File: src/shared/emm_pkg.sv
/*
 Package for the expanded-memory mapper register bank: I/O port addresses,
 register indices, field positions, reset values and decode constants.
 Assumes a 16-bit I/O address and 8-bit data processor bus.
*/
package emm_pkg;
    // Indexed port pair
    localparam logic [15:0] EMM_INDEX_PORT   = 16'h0022;
    localparam logic [15:0] EMM_DATA_PORT    = 16'h0023;
    localparam logic [7:0]  EMM_IDX_DRAMCFG  = 8'h6b;
    localparam logic [7:0]  EMM_IDX_WINBASE  = 8'h6d;
    localparam logic [7:0]  EMM_IDX_EXT      = 8'h6e;
    localparam logic [7:0]  EMM_IDX_MISC     = 8'h6f;

    // Miscellaneous register fields, then the DRAM-config and page enable bits
    localparam int EMM_MISC_A20_BIT     = 1;
    localparam int EMM_MISC_RASTO_BIT   = 2;
    localparam int EMM_MISC_EARLY_BIT   = 3;
    localparam int EMM_MISC_EXTMEM_BIT  = 4;
    localparam int EMM_MISC_SIZE_LSB    = 5;
    localparam int EMM_DRAMCFG_EN_BIT   = 4;
    localparam int EMM_PAGE_EN_BIT      = 7;

    // Reset values; revision selects the address-20 control default
    localparam logic [7:0] EMM_EXT_RST      = 8'h00;
    localparam logic [7:0] EMM_MISC_RST_A   = 8'h00;
    localparam logic [7:0] EMM_MISC_RST_B   = 8'h02;
    localparam logic [7:0] EMM_PAGE_RST     = 8'h00;
    localparam logic [7:0] EMM_WINBASE_RST  = 8'h00;
    localparam logic [7:0] EMM_DRAMCFG_RST  = 8'hab;
    // Writable bits of the misc register per revision (bit 0 reserved)
    localparam logic [7:0] EMM_MISC_WMASK_A = 8'he4;
    localparam logic [7:0] EMM_MISC_WMASK_B = 8'hfe;

    // Page-register I/O decode: page n sits at (n<<14) | 2x8/2x9
    localparam logic [15:0] EMM_PAGE_IO_BASE = 16'h0208;
    localparam logic [15:0] EMM_PAGE_IO_STEP = 16'h4000;
    localparam logic [15:0] EMM_PAGE_IO_MASK = 16'hfffe;

    // Window placement: 16 KB windows starting at C0000H
    localparam logic [23:0] EMM_WIN_ORIGIN   = 24'h0c0000;
    localparam int          EMM_WIN_SHIFT    = 14;
    localparam int          EMM_NUM_PAGES    = 4;
endpackage

File: src/core/emm_io_decode.sv
/*
 Decodes the page-register I/O addresses for all four pages.
 Assumes the base select code has already been registered by the caller.
*/
`timescale 1ns/1ns
module emm_io_decode
    import emm_pkg::*;
(
    // Select code and address
    input  wire logic [3:0]  base_code,
    input  wire logic [15:0] io_addr,
    // Per-page hit
    output logic [3:0]       page_hit
);
    logic [15:0] base_addr;

    // Code n moves the pair by n*16; reserved codes still decode the same way
    assign base_addr = EMM_PAGE_IO_BASE | {8'h00, base_code, 4'h0};

    genvar gi;
    generate
        for (gi = 0; gi < EMM_NUM_PAGES; gi++)
        begin : g_page
            // Low address bit picks 2x8 or 2x9; both reach the same register
            assign page_hit[gi] = ((io_addr & EMM_PAGE_IO_MASK) ==
                                  (base_addr | (EMM_PAGE_IO_STEP * 16'(gi))));
        end
    endgenerate
endmodule

File: src/core/emm_regs.sv
/*
 Register bank of the expanded-memory mapper: indexed port pair at 22H/23H,
 four page registers at configurable I/O pairs, address-20 gating and
 expanded-memory translation. Assumes one-cycle I/O read/write strobes
 synchronous to sys_clk, with 8-bit data.
*/
`timescale 1ns/1ns

module emm_regs
    import emm_pkg::*;
#(
    parameter bit LATER_REV = 1'b1
)
(
    // Clock and reset
    input  wire logic        sys_clk,
    input  wire logic        rst,
    // Processor I/O cycle
    input  wire logic [15:0] io_addr,
    input  wire logic        io_wr,
    input  wire logic        io_rd,
    input  wire logic [7:0]  io_wdata,
    output logic [7:0]       io_rdata,
    output logic             io_rdata_valid,
    // Processor memory address
    input  wire logic [23:0] cpu_addr,
    input  wire logic        addr20_gate_input,
    // Translated memory address
    output logic [22:0]      mem_addr,
    output logic             expanded_memory_hit,
    output logic             mem_addr20,
    // Controls to the DRAM sequencer
    output logic             ras_timeout_run,
    output logic             early_translate,
    output logic             ext_expanded_memory_en,
    output logic [2:0]       expanded_memory_size
);
    logic [7:0]  index_ff,      nxt_index;
    logic [7:0]  ext_ff,        nxt_ext;
    logic [7:0]  misc_ff,       nxt_misc;
    logic [7:0]  winbase_ff,    nxt_winbase;
    logic [7:0]  dramcfg_ff,    nxt_dramcfg;
    logic [31:0] page_ff,       nxt_page;
    logic [7:0]  rdata_ff,      nxt_rdata;
    logic        rvalid_ff,     nxt_rvalid;
    logic [3:0]  page_hit;
    logic        idx_sel,       data_sel;
    logic        xl_hit;
    logic [22:0] xl_addr;
    logic [7:0]  misc_wmask;
    // Revision default fixed at elaboration so reset loads a constant
    localparam logic [7:0] MISC_RST = LATER_REV ? EMM_MISC_RST_B : EMM_MISC_RST_A;

    assign misc_wmask = LATER_REV ? EMM_MISC_WMASK_B : EMM_MISC_WMASK_A;
    assign idx_sel    = (io_addr == EMM_INDEX_PORT);
    assign data_sel   = (io_addr == EMM_DATA_PORT);

    // Page-register I/O decode from the base select low nibble
    emm_io_decode u_decode
    (
        .base_code (winbase_ff[3:0]),
        .io_addr   (io_addr),
        .page_hit  (page_hit)
    );

    // Window match and address forming
    emm_translate u_xlate
    (
        .xlate_en  (dramcfg_ff[EMM_DRAMCFG_EN_BIT]),
        .win_code  (winbase_ff[7:4]),
        .ext_reg   (ext_ff),
        .page_regs (page_ff),
        .cpu_addr  (cpu_addr),
        .hit       (xl_hit),
        .mem_addr  (xl_addr)
    );

    // Register write and read-back next state
    always_comb
    begin
        nxt_index   = index_ff;
        nxt_ext     = ext_ff;
        nxt_misc    = misc_ff;
        nxt_winbase = winbase_ff;
        nxt_dramcfg = dramcfg_ff;
        nxt_page    = page_ff;
        nxt_rdata   = rdata_ff;
        nxt_rvalid  = 1'b0;
        if (io_wr)
        begin
            if (idx_sel)
            begin
                nxt_index = io_wdata;
            end
            else if (data_sel)
            begin
                unique case (index_ff)
                    EMM_IDX_EXT:     nxt_ext     = io_wdata;
                    EMM_IDX_MISC:    nxt_misc    = io_wdata & misc_wmask;
                    EMM_IDX_WINBASE: nxt_winbase = io_wdata;
                    EMM_IDX_DRAMCFG: nxt_dramcfg = io_wdata;
                    default:         nxt_index   = index_ff;           // Other indices belong elsewhere
                endcase
            end
            // Both addresses of a pair write the same page register
            for (int p = 0; p < EMM_NUM_PAGES; p++)
            begin
                if (page_hit[p])
                begin
                    nxt_page[8*p +: 8] = io_wdata;
                end
            end
        end
        if (io_rd)
        begin
            nxt_rvalid = 1'b1;
            nxt_rdata  = 8'h00;
            if (idx_sel)
            begin
                nxt_rdata = index_ff;
            end
            else if (data_sel)
            begin
                unique case (index_ff)
                    EMM_IDX_EXT:     nxt_rdata = ext_ff;
                    EMM_IDX_MISC:    nxt_rdata = misc_ff;
                    EMM_IDX_WINBASE: nxt_rdata = winbase_ff;
                    EMM_IDX_DRAMCFG: nxt_rdata = dramcfg_ff;
                    default:         nxt_rdata = 8'h00;
                endcase
            end
            for (int p = 0; p < EMM_NUM_PAGES; p++)
            begin
                if (page_hit[p])
                begin
                    nxt_rdata = page_ff[8*p +: 8];
                end
            end
        end
    end

    // Registers; reset values are constants only
    always_ff @(posedge sys_clk)
    begin
        if (rst)
        begin
            index_ff   <= 8'h00;
            ext_ff     <= EMM_EXT_RST;
            misc_ff    <= MISC_RST;
            winbase_ff <= EMM_WINBASE_RST;
            dramcfg_ff <= EMM_DRAMCFG_RST;
            page_ff    <= {EMM_NUM_PAGES{EMM_PAGE_RST}};
            rdata_ff   <= 8'h00;
            rvalid_ff  <= 1'b0;
        end
        else
        begin
            index_ff   <= nxt_index;
            ext_ff     <= nxt_ext;
            misc_ff    <= nxt_misc;
            winbase_ff <= nxt_winbase;
            dramcfg_ff <= nxt_dramcfg;
            page_ff    <= nxt_page;
            rdata_ff   <= nxt_rdata;
            rvalid_ff  <= nxt_rvalid;
        end
    end

    assign io_rdata       = rdata_ff;
    assign io_rdata_valid = rvalid_ff;

    // Address 20: translated bit for a window hit, else CPU line, gated only when the misc address-20 bit is set.
    // Combinational on purpose: the address path cannot afford a cycle.
    always_comb
    begin
        expanded_memory_hit = xl_hit;
        mem_addr            = xl_hit ? xl_addr : cpu_addr[22:0];
        if (xl_hit)
        begin
            mem_addr20 = xl_addr[20];
        end
        else if (misc_ff[EMM_MISC_A20_BIT])
        begin
            mem_addr20 = cpu_addr[20] & addr20_gate_input;
        end
        else
        begin
            mem_addr20 = cpu_addr[20];
        end
    end

    // Static controls toward the DRAM sequencer
    assign ras_timeout_run        = ~misc_ff[EMM_MISC_RASTO_BIT];
    assign early_translate        = misc_ff[EMM_MISC_EARLY_BIT];
    assign ext_expanded_memory_en = misc_ff[EMM_MISC_EXTMEM_BIT];
    assign expanded_memory_size   = misc_ff[EMM_MISC_SIZE_LSB +: 3];
endmodule

File: src/core/emm_translate.sv
/*
 Combinational address translator for the four expanded-memory windows.
 Assumes registered page, extension and base values from the register bank.
*/
`timescale 1ns/1ns
module emm_translate
    import emm_pkg::*;
(
    // Configuration
    input  wire logic        xlate_en,
    input  wire logic [3:0]  win_code,
    input  wire logic [7:0]  ext_reg,
    input  wire logic [31:0] page_regs,
    // Processor address
    input  wire logic [23:0] cpu_addr,
    // Result
    output logic             hit,
    output logic [22:0]      mem_addr
);
    logic [23:0] win_start;
    logic [1:0]  slot;
    logic [9:0]  rel;
    logic [7:0]  page;
    logic [1:0]  blk;

    always_comb
    begin
        win_start = EMM_WIN_ORIGIN + {6'h00, win_code, EMM_WIN_SHIFT'(0)};
        rel       = cpu_addr[23:14] - win_start[23:14];
        slot      = rel[1:0];
        page      = page_regs[8*slot +: 8];
        // Page 0 sits in the top field, page 3 in the bottom one
        blk       = ext_reg[6 - 2*slot +: 2];
        hit       = xlate_en && (rel < 10'(EMM_NUM_PAGES))
                    && page[EMM_PAGE_EN_BIT];
        mem_addr  = {blk, page[6:0], cpu_addr[13:0]};
    end
endmodule

File: config.mk
export PLATFORM = sky130hd
export DESIGN_NAME = emm_regs
export DESIGN_NICKNAME = d
export VERILOG_FILES = /design/src/shared/emm_pkg.sv /design/src/core/emm_io_decode.sv /design/src/core/emm_regs.sv /design/src/core/emm_translate.sv
export SDC_FILE = /design/constraint.sdc
export NUM_CORES = 1
export LEC_CHECK = 0
export ABC_AREA = 1
export BUFFER_PORTS_ARGS = -buffer_cell sky130_fd_sc_hd__buf_2
export CAP_MARGIN = 20
export CORE_MARGIN = 2
export CORE_UTILIZATION = 44
export DETAILED_ROUTE_END_ITERATION = 12
export PLACE_DENSITY_LB_ADDON = 0.12
export SLEW_MARGIN = 20
export SYNTH_ARGS = -nofsm -noshare
export SYNTH_HDL_FRONTEND = slang
export SYNTH_HIERARCHICAL = 1
export SYNTH_SLANG_ARGS = --single-unit
File: constraint.sdc
create_clock -name sys_clk -period 5.6 [get_ports sys_clk]
set_input_delay 1.12 -clock sys_clk [delete_from_list [all_inputs] [get_ports sys_clk]]
set_output_delay 1.12 -clock sys_clk [all_outputs]
set_load 0.02 [all_outputs]
# [Word-level counts from Yosys, hierarchy flattened]
# Cells that the tools add are included.
[op_classes] n_addsub=3 n_lt_le_gt_ge=1 n_eq_ne=10 n_shift=2 muxes=11 bitwise_logic=3 n_reduce_logical=11
[ops] operator="$mux W8" n=6
[ops] operator="$shiftx A8 B33 Y2" n=1
[ops] operator="$eq A16 B6 Y1 const B" n=2
[ops] operator="$eq A8 B7 Y1 const B" n=4
[ops] operator="$pmux W8 S4" n=1
[ops] operator="$shiftx A32 B6 Y8" n=1
[ops] operator="$eq A15 B15 Y1" n=2
[ops] operator="$mux W23" n=1
[ops] operator="$add A20 B18 Y21 const A" n=1
[ops] operator="$reduce_and A4 Y1" n=4
[ops] operator="$eq A15 B14 Y1" n=1
[ops] operator="$eq A15 B9 Y1" n=1
[ops] operator="$lt A10 B3 Y1 const B" n=1
[ops] operator="$reduce_and A2 Y1" n=5
[ops] operator="$sub A10 B10 Y10" n=1
[ops] operator="$sub A3 B3 Y4 const A" n=1
[ops] operator="$mux W1" n=3
[ops] operator="$logic_and A1 B1 Y1" n=2
[ops] operator="$not A1 Y1" n=2
[ops] operator="$and A1 B1 Y1" n=1
[totals] register_bits=80 inputBits=53 out_inout_bits=40 wordCells=52

# [Longest topological paths before layout]
# Gate-level depths: netlist of run 1.
[depth] ltp_word=8 ltp_mapped=17 mapped_depth_nobuf=16

# [Hierarchy]
# The synthesis of run 1 kept the hierarchy.
[modules_own_cells] module="emm_regs" n_inst=1 cells_per_inst=568 area_per_inst_um2=4135.2 seq_area_each_um2=1601.5
[modules_own_cells] module="emm_translate" n_inst=1 cells_per_inst=134 area_per_inst_um2=695.7 seq_area_each_um2=0.0
[modules_own_cells] module="emm_io_decode" n_inst=1 cells_per_inst=37 area_per_inst_um2=165.2 seq_area_each_um2=0.0

# [Least setup slack after synthesis of run 1]
# OpenSTA, ideal clock, no wires.
[synth_path] path_type="input port to output port" start="in cpu_addr[14]" end="out mem_addr[10]" arrival_ps=3763 required_time_ps=4480 path_slack_ps=717 stages=13 n_path_buf=3 cell_sequence="inv_1 > ha_1 > fa_1 > buf_2 > nand3_2 > nand2_1 > nand2_1 > nor2_1 > nand3_1 > nor2_1 > clkbuf_1 > clkbuf_1 > mux2_2"
[synth_rtl] element="start, declared" line="emm_regs.sv:26" source="input wire logic [23:0] cpu_addr,"
[synth_rtl] element="end, declared" line="emm_regs.sv:29" source="output logic [22:0] mem_addr,"

# [Final worst setup path of run 1]
[layout_path] start="in cpu_addr[14]" end="out mem_addr[19]"
[layout_via] elab_chain_cells=5 elab_cells_between_ends=6
[layout_lines] element="$sub A10 B10 Y10 *" line="emm_translate.sv:29" source="rel = cpu_addr[23:14] - win_start[23:14];"
[layout_lines] element="$lt A10 B3 Y1" line="emm_translate.sv:34" source="hit = xlate_en && (rel < 10'(EMM_NUM_PAGES))"
[layout_lines] element="$logic_and A1 B1 Y1" line="emm_translate.sv:34"
[layout_lines] element="$logic_and A1 B1 Y1" line="emm_translate.sv:35" source="&& page[EMM_PAGE_EN_BIT];"
[layout_lines] element="$mux W23 *" line="emm_regs.sv:177" source="mem_addr = xl_hit ? xl_addr : cpu_addr[22:0];"
# Every way passes the cells marked *; elsewhere a longest branch is shown, timed or not.

==> results of run 1 <==
power by group:
| group | internal (mW) | leakage (nW) | switching, mW | total [mW] |
|---|---|---|---|---|
| Sequential | 0.569 | 0.644 | 0.0000741 | 0.569 |
| Clock | 0.345 | 0.132 | 0.235 | 0.580 |
| Combinational | 0.0428 | 1.75 | 0.0818 | 0.125 |
worst min-delay path, delay by kind of cell, from the launching register on:
family,cells,cell delay (ns)
buffers and inverters,1,0.05
DFF,1,0.32
AOI/OAI and AO/OA,1,0.05
cell usage in the layout, fill, tap and decap left out, types with 3 or more instances in the layout:
cell type and n:
sky130_fd_sc_hd__buf_4 4, sky130_fd_sc_hd__mux2_2 22, sky130_fd_sc_hd__nand4_1 5, sky130_fd_sc_hd__nand2_1 154, sky130_fd_sc_hd__dfxtp_1 80, sky130_fd_sc_hd__nor2_1 64, sky130_fd_sc_hd__ha_1 4, sky130_fd_sc_hd__a211oi_2 6
sky130_fd_sc_hd__inv_1 94, sky130_fd_sc_hd__o21ai_0 65, sky130_fd_sc_hd__clkbuf_16 9, sky130_fd_sc_hd__buf_2 92, sky130_fd_sc_hd__inv_2 3, sky130_fd_sc_hd__o211ai_1 6, sky130_fd_sc_hd__nor2_4 6, sky130_fd_sc_hd__nand2_2 7
sky130_fd_sc_hd__o21ai_1 3, sky130_fd_sc_hd__clkinvlp_4 3, sky130_fd_sc_hd__o22ai_1 9, sky130_fd_sc_hd__nor2_2 4, sky130_fd_sc_hd__a21oi_1 69, sky130_fd_sc_hd__a21oi_2 8, sky130_fd_sc_hd__a211oi_1 16, sky130_fd_sc_hd__nand3_1 49
registers in the layout, indices dropped and copies added, names as in the netlist:
| name | count |
|---|---|
| page_ff | 32 |
| io_rdata_valid | 1 |
| io_rdata | 8 |
| index_ff | 8 |
| winbase_ff | 8 |
| misc_ff | 7 |
| dramcfg_ff | 8 |
| ext_ff | 8 |
area by class of cell:
type,instances,share of cell area [%]
Multi-Input combinational cell,509,48.3
Sequential cell,80,28.3
Timing Repair Buffer,96,8.67
Inverter,98,6.50
Clock buffer,11,4.11
Tap cell,140,3.10
Clock inverter,5,1.02
worst max path at each step:
stage                       startpoint           end  cells past startpoint
after floorplan           cpu_addr[14]  mem_addr[10]                     13
after global placement    cpu_addr[14]  mem_addr[14]                     14
after detailed placement  cpu_addr[14]  mem_addr[19]                     14
after CTS                 cpu_addr[14]  mem_addr[19]                     14
after global routing      cpu_addr[14]  mem_addr[19]                     14
final                     cpu_addr[14]  mem_addr[19]                     14
kinds of logic after synthesis:
| family | synth area share (%) |
|---|---|
| mux | 4.96 |
| simple gates | 27.0 |
| buf+inv | 13.3 |
| xor+xnor | 0.175 |
| fa+ha+maj | 1.40 |
| compound gates | 21.1 |
| flops | 32.1 |
per-layer routing:
layer	share of wire [%]	track usage, %	vias to the layer above	routed length [um]
met5	0	0	-	0
met4	1.6	7.42	0	238
met3	4.3	3.95	18	628
met2	48	41.3	116	7070
met1	46	32.3	2286	6780
li1	-	-	2517	-
==> results.yml, run 1 <==
hold_path:
  hold_end: "index_ff[7]"
  timing.hold.worst_path_depth: 2
  timing.hold.worst.class: "register to register"
  worst_hold_startpoint: "index_ff[7]"
outcome:
  outcome: "finished clean"
cells_and_area:
  area.growth.synth_to_final_pct: 13.2
  antenna-diode-count: 0
  multi_input_comb_area_um2: 2730
  sequential_cell_area_um2: 1600
  layout.filler_cells: 1120
  final_cell_count_no_fill: 939
  post-route-util_pct: 51.5
  fin_nets: 852
  postLayoutCellArea_um2: 5660
  drive_above_1_share_pct: 21.9
pwr:
  p_total_mw: 1.27
  power_density_nw_per_um2: 225
  total_leakage_power_nw: 2.53
  peakVddDrop_mv: 0.179
routing:
  via_count: 4937
  routed_wirelength_mm: 14.7
  remaining_drc_errors: 0
  first_iter_violations: 438
  drt-pass1-iter-count: 5
  final_antenna_net_count: 0
  avgRoutedWirePerCell_um: 15.7
  routed_via_density: 5.26
logic_synthesis:
  postSynthCellCount: 739
  yosysTopAreaCell: "sky130_fd_sc_hd__dfxtp_1"
  most_numerous_cell_in_the_yosys_netlist: "sky130_fd_sc_hd__nand2_1"
  synth.top_cells.by_area: "sky130_fd_sc_hd__dfxtp_1 (32%), sky130_fd_sc_hd__nand2_1 (12%), sky130_fd_sc_hd__inv_1 (7.1%)"
  post-synth-top-area-fraction_pct: 32.1
  netlist_area_um2: 5000
  synth_fp_nets: 797
  ys_warn_count: 6
  synth_common_cells: "sky130_fd_sc_hd__nand2_1 (154), sky130_fd_sc_hd__inv_1 (94), sky130_fd_sc_hd__dfxtp_1 (80)"
  synthesis.area_per_instance_um2: 6.76
  synth.distinct_cells: 34
  yosysSeqAreaShare_pct: 32.1
  ys_ff_latch: 80
  number_of_flops_mapped_to_enable_cells_by_yosys: 0
  synthFlopType: "sky130_fd_sc_hd__dfxtp_1"
  synth-async-reset-ratio_pct: 0
global_route:
  number_of_global_route_vias_before_repair: 4652
  initial_antenna_violation_count: 0
  maximum_number_of_pins_on_one_net_before_global_route_repair: 38
  grt_first_pass_wirelength_mm: 24.2
  overflow: 0
  grtUsageTotal_pct: 24.5
sta:
  hold_violations: 0
  post-route-min-period_ns: 4.94
  clock.fmax_mhz: 202
  rsz0062_at_grt: "no"
  fin_tns_setup_ns: 0
  final_max_slew_viol_count: 0
  max-slew-margin-rel_pct: 39.6
  worst_slew_pin_slew_ns: 0.902
  final-setup-viol-count: 0
  hold_ws_ns: 0.464
  layout_setup_ws_ns: 0.661
  finalClockSkew_ns: 0.00482
  min_period_over_period_pct: 88.2
placement:
  finalWeightedCongestion: 0.904
  dpl.hpwl_mm: 11.3
  dp_cells: 922
  place_area_um2: 5360
  place_worst_setup_slack_ns: 0.720
  io_buffers: 92
worst_setup_path:
  critical_path_class: "primary input to output pin"
  crit_chain: "buf_2, inv_1, ha_1, fa_1, inv_1, nand3_1, nand2_1, nand2_1, nor2_1, nand3_1, nor2_2, buf_4, mux2_2, buf_2"
  cp_max_fo: 26
  worstPathBufferInverterCount: 5
  ff2ff_path_depth: 16
  setup.reg_to_reg.worst_slack_ns: 3.05
  startpoint_type: "primary input"
  cpMaxStageDelayCell: "sky130_fd_sc_hd__fa_1"
  worstPathRequired_ns: 4.48
  worstPathArrival_ns: 3.82
  worst_r2r_startpoint: "winbase_ff[1]"
  critPathMaxStageDelay_ns: 0.64
  worstSetupEndpointType: "output pin"
  regToRegEndpoint: "io_rdata[1]"
  worst_path_dominant_cell_family: "buffers and inverters"
die:
  placeableCoreArea_um2: 11000
  die-area_um2: 12200
  placementRows: 38
  top_level_ports: 93
  chipHeight_um: 111
  effective_utilization_at_floorplan_pct: 45.5
  die_width_um: 111
clocking:
  post_cts_resized: 0
  post_cts_buffers: 0
  tritoncts: "yes"
  clk_transition_reported_paths_ns: 0.06
  tritoncts.num_buffers: 9
  clk-insertion-delay-late_ns: 0.34
  clk_path_buf_depth: 2
  cts-hold-fix-buffers: 0
  cts.htree.levels: 3
  cts_root_buf: "sky130_fd_sc_hd__clkbuf_16"
  cts.sink_count: 80
flow_run:
  timing.max_cap.violations: 0
No activity file was read; power rests on OpenSTA's default activity.
==> run 2, diff against run 1 <==
SYNTH_HIERARCHICAL = default   (was 1)
==> run 2 against run 1 <==
Utilization shrank 2.2 points. Register-to-register slack improved by 0.42 ns. Combinational power shrank 17%. Critical path depth is 1 lower. Sequential power about the same. Critical endpoint unchanged. Largest cell class unchanged.
==> results.yml, run 2 <==
routing:
  avgRoutedWirePerCell_um: 17.4
  routed_via_density: 5.49
  routed_wirelength_mm: 14.7
  remaining_drc_errors: 0
  drt-pass1-iter-count: 5
  first_iter_violations: 351
  via_count: 4646
  final_antenna_net_count: 0
worst_setup_path:
  critical_path_class: "primary input to output pin"
  crit_end: "mem_addr[19]"
  crit_chain: "buf_2, inv_1, ha_1, fa_1, a21oi_1, o21ai_1, o21ai_1, a21oi_1, nand4_2, inv_1, nand3_1, o21ai_0, buf_2"
  regToRegEndpoint: "page_ff[16]"
  cp_num_cells: 13
  cp_max_fo: 18
  worstSetupEndpointType: "output pin"
  critPathMaxStageDelay_ns: 0.51
  worstPathArrival_ns: 3.41
  worst_path_dominant_cell_family: "adder cells"
  setup.reg_to_reg.worst_slack_ns: 3.47
  worst_r2r_startpoint: "winbase_ff[2]"
  critPathLaunch: "cpu_addr[14]"
  startpoint_type: "primary input"
  worstPathRequired_ns: 4.48
  cpMaxStageDelayCell: "sky130_fd_sc_hd__fa_1"
  ff2ff_path_depth: 7
  worstPathBufferInverterCount: 4
sta:
  max-slew-margin-rel_pct: 54.9
  clock.fmax_mhz: 221
  finalClockSkew_ns: 0.00952
  fin_tns_setup_ns: 0
  min_period_over_period_pct: 80.9
  layout_setup_ws_ns: 1.07
  hold_violations: 0
  rsz0062_at_grt: "no"
  final-setup-viol-count: 0
  worst_slew_pin_slew_ns: 0.673
  post-route-min-period_ns: 4.53
  final_max_slew_viol_count: 0
logic_synthesis:
  synthesis.area_per_instance_um2: 6.92
  synth_common_cells: "sky130_fd_sc_hd__nand2_1 (96), sky130_fd_sc_hd__a21oi_1 (85), sky130_fd_sc_hd__o21ai_0 (81)"
  post-synth-top-area-fraction_pct: 34.3
  synth-async-reset-ratio_pct: 0
  synth.top_cells.by_area: "sky130_fd_sc_hd__dfxtp_1 (34%), sky130_fd_sc_hd__a21oi_1 (9.1%), sky130_fd_sc_hd__o21ai_0 (8.7%)"
  ys_ff_latch: 80
  most_numerous_cell_in_the_yosys_netlist: "sky130_fd_sc_hd__nand2_1"
  ys_warn_count: 0
  yosysSeqAreaShare_pct: 34.3
  synthFlopType: "sky130_fd_sc_hd__dfxtp_1"
  synth.distinct_cells: 42
  postSynthCellCount: 674
  synth_fp_nets: 732
  synth-compound-area-share_pct: 23.2
  synth-xor-area-share_pct: 0.349
  muxShareOfSynthArea_pct: 0
  yosys.area_share.adder_pct: 1.50
  synth_top_family_by_area: "simple AND/OR/NAND/NOR gates"
  yosysTopAreaCell: "sky130_fd_sc_hd__dfxtp_1"
  number_of_flops_mapped_to_enable_cells_by_yosys: 0
  netlist_area_um2: 4670
  synth-simple-area-share_pct: 26.9
cells_and_area:
  multi_input_comb_area_um2: 2420
  max_reg_flops: 32
  layout.filler_cells: 1065
  fin_nets: 763
  layout_common_cells: "sky130_fd_sc_hd__nand2_1 (96), sky130_fd_sc_hd__a21oi_1 (85), sky130_fd_sc_hd__o21ai_0 (81)"
  sequential_cell_area_um2: 1600
  most_common_cell_after_layout_fill_and_taps_aside: "sky130_fd_sc_hd__nand2_1"
  drive_above_1_share_pct: 18.7
  largest-register: "page_ff"
  area.growth.synth_to_final_pct: 9.09
  antenna-diode-count: 0
placement:
  place_worst_setup_slack_ns: 1.09
  finalWeightedCongestion: 0.929
  dpl.hpwl_mm: 11.3
  io_buffers: 64
global_route:
  grtUsageTotal_pct: 26.6
  number_of_global_route_vias_before_repair: 4269
  overflow: 0
  maximum_number_of_pins_on_one_net_before_global_route_repair: 69
  grt_first_pass_wirelength_mm: 23.1
  initial_antenna_violation_count: 0
clocking:
  clk-insertion-delay-late_ns: 0.36
  cts-hold-fix-buffers: 0
  cts_root_buf: "sky130_fd_sc_hd__clkbuf_8"
  tritoncts.num_buffers: 9
  cts.htree.levels: 3
  tritoncts: "yes"
  cts.sink_count: 80
  clk_transition_reported_paths_ns: 0.08
  post_cts_buffers: 0
  clk_path_buf_depth: 2
  post_cts_resized: 0
die:
  effective_utilization_at_floorplan_pct: 45.2
  placementRows: 37
  placeableCoreArea_um2: 10300
  top_level_ports: 93
  die_width_um: 107
  chipHeight_um: 107
  die-area_um2: 11400
pwr:
  total_leakage_power_nw: 2.11
  power_density_nw_per_um2: 224
  peakVddDrop_mv: 0.149
hold_path:
  timing.hold.worst.class: "register to register"
outcome:
  outcome: "finished clean"
flow_run:
  timing.max_cap.violations: 0
## run 2: cell count changes after synthesis, moves of 8 or more
| cell | previous run | this run |
|---|---|---|
| sky130_fd_sc_hd__o21ai_1 | 3 | 25 |
| sky130_fd_sc_hd__mux2_2 | 22 | 0 |
| sky130_fd_sc_hd__inv_1 | 94 | 79 |
| sky130_fd_sc_hd__nand4_1 | 5 | 13 |
| sky130_fd_sc_hd__nor2_2 | 3 | 11 |
| sky130_fd_sc_hd__nand2_1 | 154 | 96 |
| sky130_fd_sc_hd__clkbuf_1 | 21 | 13 |
| sky130_fd_sc_hd__nand3_1 | 49 | 62 |
| sky130_fd_sc_hd__a211oi_1 | 16 | 0 |
| sky130_fd_sc_hd__o21ai_0 | 65 | 81 |
| sky130_fd_sc_hd__nor2_1 | 65 | 30 |
| sky130_fd_sc_hd__a21oi_1 | 69 | 85 |
## run 2: worst min path at each step
| stage | to | from | cells past startpoint |
|---|---|---|---|
| 2_1_floorplan | page_ff[25] | page_ff[25] | 2 |
| 3_3_place_gp | io_rdata[1] | io_rdata[1] | 2 |
| 3_5_place_dp | page_ff[29] | page_ff[29] | 2 |
| 4_1_cts | page_ff[29] | page_ff[29] | 2 |
| 5_1_grt | page_ff[21] | page_ff[21] | 2 |
| 6_report | io_rdata[0] | io_rdata[0] | 2 |
## run 2: metal layers
| metal | GRT usage, % | vias up | wire (um) |
|---|---|---|---|
| met5 | 0 | - | 0 |
| met4 | 9.18 | 0 | 300 |
| met3 | 4.19 | 20 | 815 |
| met2 | 41.7 | 164 | 6730 |
| met1 | 37.2 | 2161 | 6900 |
| li1 | - | 2301 | - |
## run 2: logic make-up after synthesis
group,after synthesis
and+or+nand+nor,245
DFF,80
AOI/OAI and AO/OA,207
adders and majority gates,5
buffers and inverters,136
xor gates and xnor gates,1
## run 2: layout make-up
type / instances / area share (%)
multi-input cells: 458 / 47.6
flip-flops and latches: 80 / 31.5
repair buffers: 68 / 6.88
inverters: 88 / 6.51
well taps: 136 / 3.34
clock buffers: 11 / 2.58
clock inverters: 5 / 1.60
## run 2: power by group
part	switching [mW]	leakage [nW]	total [mW]	internal [mW]
clock network	0.217	0.104	0.469	0.252
logic	0.0732	1.36	0.104	0.0312
registers	0.0000736	0.644	0.569	0.569
## run 2: worst register-to-register path: cells and delay by family (launching register included)
kind / cells / cell delay (ns)
flops: 1 / 0.35
simple gates: 4 / 1.10
buf+inv: 1 / 0.10
compound gates: 2 / 0.46
## run 2: metrics by stage
step / power (mW) / hold WS (ns) / instance area, um^2 / instances / utilization [%]
finish: 1.14 / 0.471 / 5090 / 846 / 49.3
CTS: 1.15 / 0.470 / 5090 / 846 / 49.3
floorplan: 0.657 / 0.431 / 4670 / 674 / -
global placement: 0.684 / 0.450 / 4880 / 830 / 47.3
detailed placement: 0.686 / 0.458 / 4880 / 830 / 47.3
global route: 1.18 / 0.485 / 5090 / 846 / 49.3
